## src/logic/dcc_pkg.sv

```systemverilog
// shared constants for the dual capture/compare unit
package dcc_pkg;
  // ---------------------------------------------------------------
  // register map (index on reg_addr_i)
  // ---------------------------------------------------------------
  localparam logic [2:0] ADDR_MODE = 3'h0;
  localparam logic [2:0] ADDR_S1_LO = 3'h1;
  localparam logic [2:0] ADDR_S1_HI = 3'h2;
  localparam logic [2:0] ADDR_S2_LO = 3'h3;
  localparam logic [2:0] ADDR_S2_HI = 3'h4;
  localparam logic [2:0] ADDR_FLAGS = 3'h5;
  // ---------------------------------------------------------------
  // fields and reset values
  // ---------------------------------------------------------------
  localparam int MODE_W = 4;
  localparam int SET1_MODE_LSB = 0;
  localparam int SET2_MODE_LSB = 4;
  localparam int TMR_OVF_BIT = 0;
  localparam int SET1_FLAG_BIT = 2;
  localparam int SET2_FLAG_BIT = 3;
  localparam logic [7:0] MODE_RST = 8'h00;
  localparam logic [15:0] VALUE_RST = 16'h0000;
  localparam logic [3:0] PRE_RST = 4'h0;
  // ---------------------------------------------------------------
  // mode codes of one set
  // ---------------------------------------------------------------
  localparam logic [1:0] GRP_OFF = 2'h0;
  localparam logic [1:0] GRP_CAPT = 2'h1;
  localparam logic [3:0] M_CAP_FALL = 4'h4;
  localparam logic [3:0] M_CAP_RISE = 4'h5;
  localparam logic [3:0] M_CAP_4TH = 4'h6;
  localparam logic [3:0] M_CAP_16TH = 4'h7;
  localparam logic [3:0] M_CMP_SET = 4'h8;
  localparam logic [3:0] M_CMP_CLR = 4'h9;
  localparam logic [3:0] M_CMP_TGL = 4'hA;
  localparam logic [3:0] M_CMP_RSV = 4'hB;
  localparam logic [3:0] M_CMP_EVT = 4'hF;
  localparam logic [1:0] GRP_SWI = 2'h3;
  // prescaler terminal counts (count of rising edges minus one)
  localparam logic [3:0] PRE_LAST_4 = 4'h3;
  localparam logic [3:0] PRE_LAST_16 = 4'hF;
  localparam logic [3:0] PRE_MASK_4 = 4'h3;
endpackage : dcc_pkg

```

## src/logic/dcc_top.sv

```systemverilog
// dual capture/compare unit working against the sixteen-bit timer count
//
// Strobed register access and the register addresses were chosen for this implementation.
`timescale 1ns/1ps
module dcc_top (
  input wire logic ref_clk_i,
  input wire logic rst_n_i,
  input wire logic [15:0] timer_count_i,
  input wire logic capture_input_pin_i,
  input wire logic [2:0] reg_addr_i,
  input wire logic [7:0] reg_wdata_i,
  input wire logic reg_wr_i,
  input wire logic reg_rd_i,
  output logic [7:0] reg_rdata_o,
  output logic [1:0] compare_output_pin_o,
  output logic [1:0] compare_drive_en_o,
  output logic special_event_o
);
  // ---------------------------------------------------------------
  // state
  // ---------------------------------------------------------------
  // software-visible state
  logic [7:0] dual_mode_control_r;
  logic [15:0] set_compare_value_r [2];
  // per-set running state
  logic [3:0] pre_cnt_r [2];
  logic [1:0] set_interrupt_flag_r;
  logic [1:0] cmp_latch_r;
  logic [1:0] was_off_r;
  logic [1:0] match_prev_r;
  // capture pin pipeline
  logic pin_meta_r;
  logic pin_sync_r;
  logic pin_prev_r;
  // combinational decode
  logic rise;
  logic fall;
  logic [3:0] mode [2];
  logic [1:0] capt_evt;
  logic [1:0] match_evt;
  logic [1:0] match_now;

  // ---------------------------------------------------------------
  // helper functions
  // ---------------------------------------------------------------
  // mode field of one set
  function automatic logic [3:0] set_mode(input logic [7:0] ctl, input int s);
    set_mode = (s == 0) ? ctl[dcc_pkg::SET1_MODE_LSB +: dcc_pkg::MODE_W]
                        : ctl[dcc_pkg::SET2_MODE_LSB +: dcc_pkg::MODE_W];
  endfunction : set_mode

  // true when the set is in a compare mode that raises a flag
  function automatic logic cmp_flags(input logic [3:0] m);
    cmp_flags = m[3] && (m != dcc_pkg::M_CMP_RSV);
  endfunction : cmp_flags

  // register index of one byte of a set's value: sets sit side by side, low byte first
  function automatic logic [2:0] value_addr(input int s, input logic hi);
    value_addr = hi ? 3'(dcc_pkg::ADDR_S1_HI + 2 * s) : 3'(dcc_pkg::ADDR_S1_LO + 2 * s);
  endfunction : value_addr

  // flag register image: only the two set flags exist, the overflow bit stays 0
  function automatic logic [7:0] flag_image(input logic [1:0] f);
    flag_image = 8'h00;
    flag_image[dcc_pkg::SET1_FLAG_BIT] = f[0];
    flag_image[dcc_pkg::SET2_FLAG_BIT] = f[1];
    flag_image[dcc_pkg::TMR_OVF_BIT] = 1'b0;
  endfunction : flag_image

  // ---------------------------------------------------------------
  // capture pin synchroniser and edge detection
  // ---------------------------------------------------------------
  // two flops against metastability; only the second one feeds the edge logic
  // the pin is sampled whatever its direction, so a port write that moves
  // the level is seen like an external edge
  always_ff @(posedge ref_clk_i or negedge rst_n_i)
  begin
    if (!rst_n_i)
    begin
      pin_meta_r <= 1'b0;
      pin_sync_r <= 1'b0;
      pin_prev_r <= 1'b0;
    end
    else
    begin
      pin_meta_r <= capture_input_pin_i;
      pin_sync_r <= pin_meta_r;
      pin_prev_r <= pin_sync_r;
    end
  end

  assign rise = pin_sync_r && !pin_prev_r;
  assign fall = !pin_sync_r && pin_prev_r;

  // ---------------------------------------------------------------
  // per-set event decode
  // ---------------------------------------------------------------
  // the count is used as it arrives: the timer's clock source is chosen where the
  // timer lives, so a too-fast source only shows up here as skipped counts
  // reserved code 1011 sees equality but neither flags nor drives anything
  always_comb
  begin
    for (int s = 0; s < 2; s++)
    begin
      mode[s] = set_mode(dual_mode_control_r, s);
      match_now[s] = mode[s][3] && (set_compare_value_r[s] == timer_count_i);
      // edge of the match only: the timer may sit on one count for several clocks
      match_evt[s] = match_now[s] && !match_prev_r[s] && cmp_flags(mode[s]);
      unique case (mode[s])
        dcc_pkg::M_CAP_FALL: capt_evt[s] = fall;
        dcc_pkg::M_CAP_RISE: capt_evt[s] = rise;
        dcc_pkg::M_CAP_4TH:
          capt_evt[s] = rise && ((pre_cnt_r[s] & dcc_pkg::PRE_MASK_4) == dcc_pkg::PRE_LAST_4);
        dcc_pkg::M_CAP_16TH: capt_evt[s] = rise && (pre_cnt_r[s] == dcc_pkg::PRE_LAST_16);
        default: capt_evt[s] = 1'b0;
      endcase
    end
  end

  // ---------------------------------------------------------------
  // edge prescalers
  // ---------------------------------------------------------------
  // switching between capture codes keeps the count on purpose, so the
  // first capture after such a switch may come early
  // limitation: that early capture also raises the flag, so software should
  // pass through off before picking another capture code
  always_ff @(posedge ref_clk_i or negedge rst_n_i)
  begin
    if (!rst_n_i)
    begin
      for (int s = 0; s < 2; s++)
        pre_cnt_r[s] <= dcc_pkg::PRE_RST;
    end
    else
    begin
      for (int s = 0; s < 2; s++)
      begin
        if (mode[s][3:2] != dcc_pkg::GRP_CAPT)
          pre_cnt_r[s] <= dcc_pkg::PRE_RST;
        else if (rise)
          pre_cnt_r[s] <= pre_cnt_r[s] + 4'h1;
      end
    end
  end

  // ---------------------------------------------------------------
  // mode register and value registers
  // ---------------------------------------------------------------
  always_ff @(posedge ref_clk_i or negedge rst_n_i)
  begin
    if (!rst_n_i)
      dual_mode_control_r <= dcc_pkg::MODE_RST;
    else if (reg_wr_i && (reg_addr_i == dcc_pkg::ADDR_MODE))
      dual_mode_control_r <= reg_wdata_i;
  end

  // a capture in the same cycle as a byte write wins: the fresh count matters more
  // bytes are written one at a time with no shadow latch, so software that reads
  // a set while captures keep coming may see the halves of two different counts
  always_ff @(posedge ref_clk_i or negedge rst_n_i)
  begin
    if (!rst_n_i)
    begin
      set_compare_value_r[0] <= dcc_pkg::VALUE_RST;
      set_compare_value_r[1] <= dcc_pkg::VALUE_RST;
    end
    else
    begin
      for (int s = 0; s < 2; s++)
      begin
        if (capt_evt[s])
          set_compare_value_r[s] <= timer_count_i;
        else if (reg_wr_i && (reg_addr_i == value_addr(s, 1'b0)))
          set_compare_value_r[s][7:0] <= reg_wdata_i;
        else if (reg_wr_i && (reg_addr_i == value_addr(s, 1'b1)))
          set_compare_value_r[s][15:8] <= reg_wdata_i;
      end
    end
  end

  // ---------------------------------------------------------------
  // interrupt flags
  // ---------------------------------------------------------------
  // writing 0 to a flag bit clears it; a set in the same cycle wins.
  // the timer overflow bit is never driven here, special events included
  // trade-off: a clear that meets a set is lost; losing an event would be worse
  always_ff @(posedge ref_clk_i or negedge rst_n_i)
  begin
    if (!rst_n_i)
      set_interrupt_flag_r <= 2'h0;
    else
    begin
      for (int s = 0; s < 2; s++)
      begin
        if (capt_evt[s] || match_evt[s])
          set_interrupt_flag_r[s] <= 1'b1;
        else if (reg_wr_i && (reg_addr_i == dcc_pkg::ADDR_FLAGS))
          set_interrupt_flag_r[s] <= (s == 0) ? reg_wdata_i[dcc_pkg::SET1_FLAG_BIT]
                                              : reg_wdata_i[dcc_pkg::SET2_FLAG_BIT];
      end
    end
  end

  // ---------------------------------------------------------------
  // compare output latches, pin enables and special event
  // ---------------------------------------------------------------
  // the latch is cleared while off; entering clear-on-match from off loads 1
  // one edge later, and that preset overrides a match falling in the same cycle
  // the pin is claimed only in the three modes that act on it
  always_ff @(posedge ref_clk_i or negedge rst_n_i)
  begin
    if (!rst_n_i)
    begin
      cmp_latch_r <= 2'h0;
      was_off_r <= 2'h3;
      match_prev_r <= 2'h0;
      compare_drive_en_o <= 2'h0;
    end
    else
    begin
      for (int s = 0; s < 2; s++)
      begin
        match_prev_r[s] <= match_now[s];
        was_off_r[s] <= (mode[s][3:2] == dcc_pkg::GRP_OFF);
        compare_drive_en_o[s] <= (mode[s] == dcc_pkg::M_CMP_SET) ||
                                 (mode[s] == dcc_pkg::M_CMP_CLR) ||
                                 (mode[s] == dcc_pkg::M_CMP_TGL);
        if (mode[s][3:2] == dcc_pkg::GRP_OFF)
          cmp_latch_r[s] <= 1'b0;
        else if (was_off_r[s] && (mode[s] == dcc_pkg::M_CMP_CLR))
          cmp_latch_r[s] <= 1'b1;
        else if (match_evt[s])
        begin
          unique case (mode[s])
            dcc_pkg::M_CMP_SET: cmp_latch_r[s] <= 1'b1;
            dcc_pkg::M_CMP_CLR: cmp_latch_r[s] <= 1'b0;
            dcc_pkg::M_CMP_TGL: cmp_latch_r[s] <= !cmp_latch_r[s];
            default: cmp_latch_r[s] <= cmp_latch_r[s];
          endcase
        end
      end
    end
  end

  assign compare_output_pin_o = cmp_latch_r;

  // one-clock trigger; the timer is an input here, so it is never reset
  // both sets share the one trigger line, so matches of both in one cycle give a single pulse
  always_ff @(posedge ref_clk_i or negedge rst_n_i)
  begin
    if (!rst_n_i)
      special_event_o <= 1'b0;
    else
      special_event_o <= (match_evt[0] && (mode[0] == dcc_pkg::M_CMP_EVT)) ||
                         (match_evt[1] && (mode[1] == dcc_pkg::M_CMP_EVT));
  end

  // ---------------------------------------------------------------
  // read port: data only in the cycle after the strobe
  // ---------------------------------------------------------------
  // zero outside the answer cycle, so read data of several blocks can be or-ed
  always_ff @(posedge ref_clk_i or negedge rst_n_i)
  begin
    if (!rst_n_i)
      reg_rdata_o <= 8'h00;
    else if (!reg_rd_i)
      reg_rdata_o <= 8'h00;
    else
    begin
      unique case (reg_addr_i)
        dcc_pkg::ADDR_MODE: reg_rdata_o <= dual_mode_control_r;
        dcc_pkg::ADDR_S1_LO: reg_rdata_o <= set_compare_value_r[0][7:0];
        dcc_pkg::ADDR_S1_HI: reg_rdata_o <= set_compare_value_r[0][15:8];
        dcc_pkg::ADDR_S2_LO: reg_rdata_o <= set_compare_value_r[1][7:0];
        dcc_pkg::ADDR_S2_HI: reg_rdata_o <= set_compare_value_r[1][15:8];
        dcc_pkg::ADDR_FLAGS:
          reg_rdata_o <= flag_image(set_interrupt_flag_r);
        default: reg_rdata_o <= 8'h00;
      endcase
    end
  end
endmodule : dcc_top

```

## config.mk

```make
export PLATFORM = sky130hd
export DESIGN_NAME = dcc_top
export DESIGN_NICKNAME = d
export VERILOG_FILES = /design/src/logic/dcc_pkg.sv /design/src/logic/dcc_top.sv
export SDC_FILE = /design/constraint.sdc
export NUM_CORES = 1
export LEC_CHECK = 0
export ABC_AREA = 1
export BUFFER_PORTS_ARGS = -buffer_cell sky130_fd_sc_hd__clkbuf_2
export CORE_MARGIN = 5
export CORE_UTILIZATION = 42
export DETAILED_ROUTE_END_ITERATION = 7
export PLACE_DENSITY = 0.59
export SLEW_MARGIN = 10
export SYNTH_ARGS = -nofsm -noshare
export SYNTH_HDL_FRONTEND = slang
export SYNTH_SLANG_ARGS = --single-unit
```

## constraint.sdc

```tcl
create_clock -name ref_clk_i -period 2.9 [get_ports ref_clk_i]
set_input_delay 0.725 -clock ref_clk_i [delete_from_list [all_inputs] [get_ports ref_clk_i]]
set_output_delay 0.725 -clock ref_clk_i [all_outputs]
set_load 0.01 [all_outputs]
```

# Word-level counts from Yosys, hierarchy flattened
# Cells that the tools add are included.
# Widths: inputs -> output; s select.
dict set report totals {
  ff_bits 70
  inputBits 32
  out_inout_bits 13
  elab_cells 138
}
dict set report classes {
  addsub 2
  n_eq_ne 33
  muxes 28
  n_reduce_logical 56
}
# cell count
set op_table {}
lappend op_table {{$mux 8} 7}
lappend op_table {{$pmux 8 s6} 1}
lappend op_table {{$eq 4x4->1 const B} 10}
lappend op_table {{$eq 16x16->1} 2}
lappend op_table {{$eq 4x3->1 const B} 8}
lappend op_table {{$mux 16} 2}
lappend op_table {{$logic_and 1x1->1} 24}
lappend op_table {{$mux 4} 4}
lappend op_table {{$reduce_bool 2->1} 8}
lappend op_table {{$mux 1} 10}
lappend op_table {{$reduce_bool 5->1} 2}
lappend op_table {{$add 4x1->4 const B} 2}
lappend op_table {{$ne 4x4->1 const B} 2}
lappend op_table {{$pmux 1 s4} 2}
lappend op_table {{$reduce_and 2->1} 4}
lappend op_table {{$logic_or 1x1->1} 7}
lappend op_table {{$eq 3x2->1 const B} 2}
lappend op_table {{$eq 3x3->1 const B} 2}
lappend op_table {{$logic_not 1->1} 6}
lappend op_table {{$pmux 1 s3} 2}
lappend op_table {{$reduce_bool 3->1} 2}
lappend op_table {{$eq 2x2->1 const B} 2}
lappend op_table {{$logic_not 2->1} 2}
lappend op_table {{$ne 2x1->1 const B} 2}
lappend op_table {{3 further kinds} 4}

# Depth between registers and ports, before layout
dict set report depth {
  ltp_word 7
  depth_mapped 11
  ltp_nobuf 11
}

# Least setup slack after synthesis
# Ideal clock, no wire load.
dict set report synth_path {
  kind {input -> register}
  start {input reg_addr_i[0]}
  end {register set_compare_value_r[13] in the netlist's numbering}
  setup_time_ns 0.128
  arrival_time_ns 1.507
  required_ns 2.772
  path_slack_ns 1.265
  path_stages 6
  n_path_buf 0
  path_cell_list {nor2_1 > nand2_1 > nor2_2 > nor2_4 > nand2_1 > o211ai_2}
}
dict set report synth_between {
  elab_chain_len 4
  elab_cells_between_ends 7
  cone_classes {eq/ne (3); reduce/logical (4)}
}
# item line_no
set synth_rtl {}
lappend synth_rtl {{start, declared} dcc_top.sv:10} ;# input wire logic [2:0] reg_addr_i,
lappend synth_rtl {{$eq 3x2->1 or $eq 3x3->1 (tied branches)} {dcc_top.sv:173, dcc_top.sv:175}}
lappend synth_rtl {{$logic_and 1x1->1 (on tied branches)} {dcc_top.sv:173, dcc_top.sv:175}}
lappend synth_rtl {{$ne 2x2->1 (no line) or $reduce_bool 2->1 (tied branches)} n/a}
lappend synth_rtl {{$reduce_and 2->1 (no line) (*)} n/a}
lappend synth_rtl {{end signal, assigned by index} dcc_top.sv:172} ;# set_compare_value_r[s] <= timer_count_i;
lappend synth_rtl {{end signal, assigned by index} dcc_top.sv:174} ;# set_compare_value_r[s][7:0] <= reg_wdata_i;
lappend synth_rtl {{end signal, assigned by index} dcc_top.sv:176} ;# set_compare_value_r[s][15:8] <= reg_wdata_i;
lappend synth_rtl {{end, declared} dcc_top.sv:24} ;# logic [15:0] set_compare_value_r [2];
# Mark *: on every way between the ends. The rest lies on a longest branch, timed or not.
# A chain may end at the register's enable or synchronous reset.

# Final worst setup path
dict set report layout_path {
  start {input reg_addr_i[2]}
  end {register set_compare_value_r[26] in the netlist's numbering}
}
dict set report layout_between {
  elab_chain_len 4
  elab_cells_between_ends 7
  cone_classes {eq/ne (3); reduce/logical (4)}
}
# item line_no
set layout_rtl {}
lappend layout_rtl {{$eq 3x1->1 or $eq 3x2->1 (tied branches)} {dcc_top.sv:173, dcc_top.sv:175}}
lappend layout_rtl {{$logic_and 1x1->1 (on tied branches)} {dcc_top.sv:173, dcc_top.sv:175}}
lappend layout_rtl {{$ne 2x2->1 (no line) or $reduce_bool 2->1 (tied branches)} n/a}
lappend layout_rtl {{$reduce_and 2->1 (no line) (*)} n/a}
# Marked as above.

==> results.py <==
metrics = {
    "power": {
        "powerDensity_nw_per_um2": 703.6,
        "leakage_nw": 2.401,
        "switching_share_pct": 41.57,
        "peakVddDrop_v": 0.0002878,
        "p_sw_w": 0.001408,
        "power.internal_w": 0.001979,
        "power_frac_seq_pct": 44.3,
        "combPwrFrac_pct": 33.4,
        "pwr-share-clk_pct": 22.3,
    },
    "timing": {
        "slew_viol_final": 0,
        "max_freq_mhz": 526.7,
        "period_needed_ns": 1.899,
        "setup_viol": 0,
        "hold_violations": 0,
        "rsz0062_at_grt": "no",
        "tightest_slew_ns": 0.9300,
        "fin_crit_sh_pct": 65.48,
        "maxSlewHeadroom_pct": 38.00,
        "finalSetupTns_ns": 0,
        "fin_worst_skew_ns": 0.01361,
    },
    "worst_setup_path": {
        "end_kind": "flop",
        "reg2reg_slack_ns": 1.13,
        "crit_arrival_ns": 2.12,
        "crit_path_start_kind": "input port",
        "cp_max_fo": 9,
        "crit_required_ns": 3.12,
        "path_class": "in2reg",
    },
    "clock_network": {
        "cts_hold_buf": 0,
        "cts_made_buffers": 9,
        "tritoncts": "yes",
        "cts_resized": 0,
        "ctsHtreeMaxLevel": 3,
        "cts.clk_slew.worst_paths_ns": 0.08,
        "clock_latency_ns": 0.36,
        "clockBufferDepth": 2,
        "cts_root_buf": "clkbuf_8",
        "clock_sinks": 70,
        "post_cts.repair.setup_buffers": 0,
    },
    "yosys": {
        "syn_inst": 586,
        "synth_warnings": 0,
        "synth_edf_count": 0,
        "synthTopCellsByArea": "dfrtp_1, nand2_1, inv_1",
        "syn_area_um2": 4294,
        "yosysTopAreaCell": "dfrtp_1",
        "synth_ff_type": "dfrtp_1",
        "yosysSeqAreaShare_pct": 40.85,
        "synth_common_cells": "nand2_1, inv_1, nor2_1, dfrtp_1, nand3_1",
        "yosys.cell_count.top_type": "nand2_1",
        "syn_nets": 620,
        "avgSynthCellArea_um2": 7.328,
        "synth_top_area_share_pct": 39.63,
        "ys_async_sr_fraction_pct": 100.0,
        "synth_cell_types": 36,
        "ys_seq_elements": 70,
    },
    "flow_run": {
        "maxCapViolations": 0,
    },
    "cells_and_area": {
        "drive_above_1_share_pct": 15.34,
        "fin_nets": 668,
        "antenna_cells": 0,
        "fin_cells": 775,
        "final_design_area_no_fill_um2": 4815,
        "syn_to_final_growth_pct": 12.12,
        "post-route-util_pct": 47.49,
    },
    "floorplan": {
        "dieWidth_um": 111.1,
        "io_pins": 45,
        "dieArea_um2": 12350,
        "start_util_pct": 42.35,
        "num_rows": 37,
        "die_h_um": 111.1,
        "core-area_um2": 10140,
    },
    "placement": {
        "hpwl_um": 11000,
        "place_congestion": 0.9751,
        "place_area_um2": 4632,
        "io_buffer_count": 44,
        "place_inst": 759,
    },
    "route": {
        "wirelength_um": 14190,
        "vias_per_cell": 5.495,
        "drc": 0,
        "wl_per_cell_um": 18.31,
        "num_vias": 4259,
        "dr.pass1.iters": 5,
        "detail-route-antenna-nets": 0,
        "drtIter0Drc": 363,
    },
    "global_route": {
        "grt_pass1_wl_um": 22040,
        "grtUsageTotal_pct": 23.05,
        "grt_start_max_net_pins": 71,
        "grt_pass1_vias": 4030,
        "overflow": 0,
        "antenna_found_initial": 0,
    },
    "outcome": {
        "status": "completed",
    },
    "worst_hold_path": {
        "hp-class": "reg2reg",
    },
}
state kept, by name, indices dropped and copies added (netlist names), 2 cells and up:
| signal | flops |
|---|---|
| reg_rdata_o | 8 |
| match_prev_r | 2 |
| compare_output_pin_o | 2 |
| compare_drive_en_o | 2 |
| set_interrupt_flag_r | 2 |
| was_off_r | 2 |
| dual_mode_control_r | 8 |
| pre_cnt_r | 8 |
| set_compare_value_r | 32 |
layout by cell type (no fill, tap or decap), types with 3 or more instances in the layout:
cell type and n:
inv_1 79, inv_2 10, nor3b_1 4, xor2_1 3, xnor2_1 4, nor2_2 4, buf_4 3, clkinvlp_4 3
dfrtp_1 68, nand2_1 151, a31oi_1 3, clkbuf_2 43, o211ai_1 23, o211ai_2 10, a21oi_1 17, nor3_1 8
nand3_1 44, o22ai_1 8, nor2_4 4, clkbuf_8 10, nand4_1 14, o21ai_0 25, a221oi_1 5, nor2_1 72
through the flow:
step           worst slack [ns]  hold slack [ns]  power [W]
2_1_floorplan             1.265           0.3312   0.002232
3_3_place_gp             0.6937           0.3445   0.002616
3_5_place_dp             0.6980           0.3515   0.002627
4_1_cts                   1.072           0.3778   0.003391
5_1_grt                  0.9121           0.3820   0.003610
6_report                  1.001           0.3698   0.003388
cells by family after synthesis:
| group | count (synthesis) | synth area share (%) |
|---|---|---|
| AOI/OAI and AO/OA | 95 | 15.12 |
| and+or+nand+nor | 314 | 32.60 |
| buffers and inverters | 98 | 9.411 |
| adders and majority gates | 2 | 0.5827 |
| xor gates and xnor gates | 7 | 1.428 |
| DFF | 70 | 40.85 |
area by class of cell:
cell class | count | area (µm²)
Inverter | 89 | 334.1
Fill cell | 1015 | 5324
Multi-Input combinational cell | 418 | 2136
Sequential cell | 70 | 1754
Tap cell | 136 | 170.2
Clock inverter | 6 | 45.04
Clock buffer | 10 | 137.6
Timing Repair Buffer | 46 | 237.7
worst paths after layout:
check                         startpoint                 endpoint  cells after the start
max                        reg_addr_i[2]  set_compare_value_r[26]                      7
min                           pin_meta_r               pin_sync_r                      0
max reg2reg                 pre_cnt_r[4]  set_compare_value_r[27]                      9
min reg2reg                   pin_meta_r               pin_sync_r                      0
max in group asynchronous        rst_n_i  set_compare_value_r[17]                      1
min in group asynchronous        rst_n_i             pre_cnt_r[3]                      1
worst max-delay path, stage by stage:
cell and delay, ns:
clkbuf_2 0.14, inv_1 0.13, nand3_2 0.19, nor2_2 0.48, inv_2 0.22, nand3_1 0.14, o211ai_1 0.10
power by group through the flow:
stage | combinational, W | clock [W] | sequential, W
6_report | 0.00113 | 0.000756 | 0.00150
3_3_place_gp | 0.00111 | 0 | 0.00151
5_1_grt | 0.00127 | 0.000810 | 0.00153
2_1_floorplan | 0.000806 | 0 | 0.00143
4_1_cts | 0.00112 | 0.000777 | 0.00149
3_5_place_dp | 0.00112 | 0 | 0.00151
routing by layer:
| layer | global-route usage (%) | vias up | share of wire [%] |
|---|---|---|---|
| met2 | 37.26 | 195 | 46 |
| met3 | 4.694 | 27 | 7.1 |
| met4 | 7.543 | 0 | 2.9 |
| met1 | 30.99 | 2011 | 44 |
| met5 | 0 | - | 0 |
| li1 | - | 2026 | - |
Note: power is estimated with default switching activity, not from simulation.
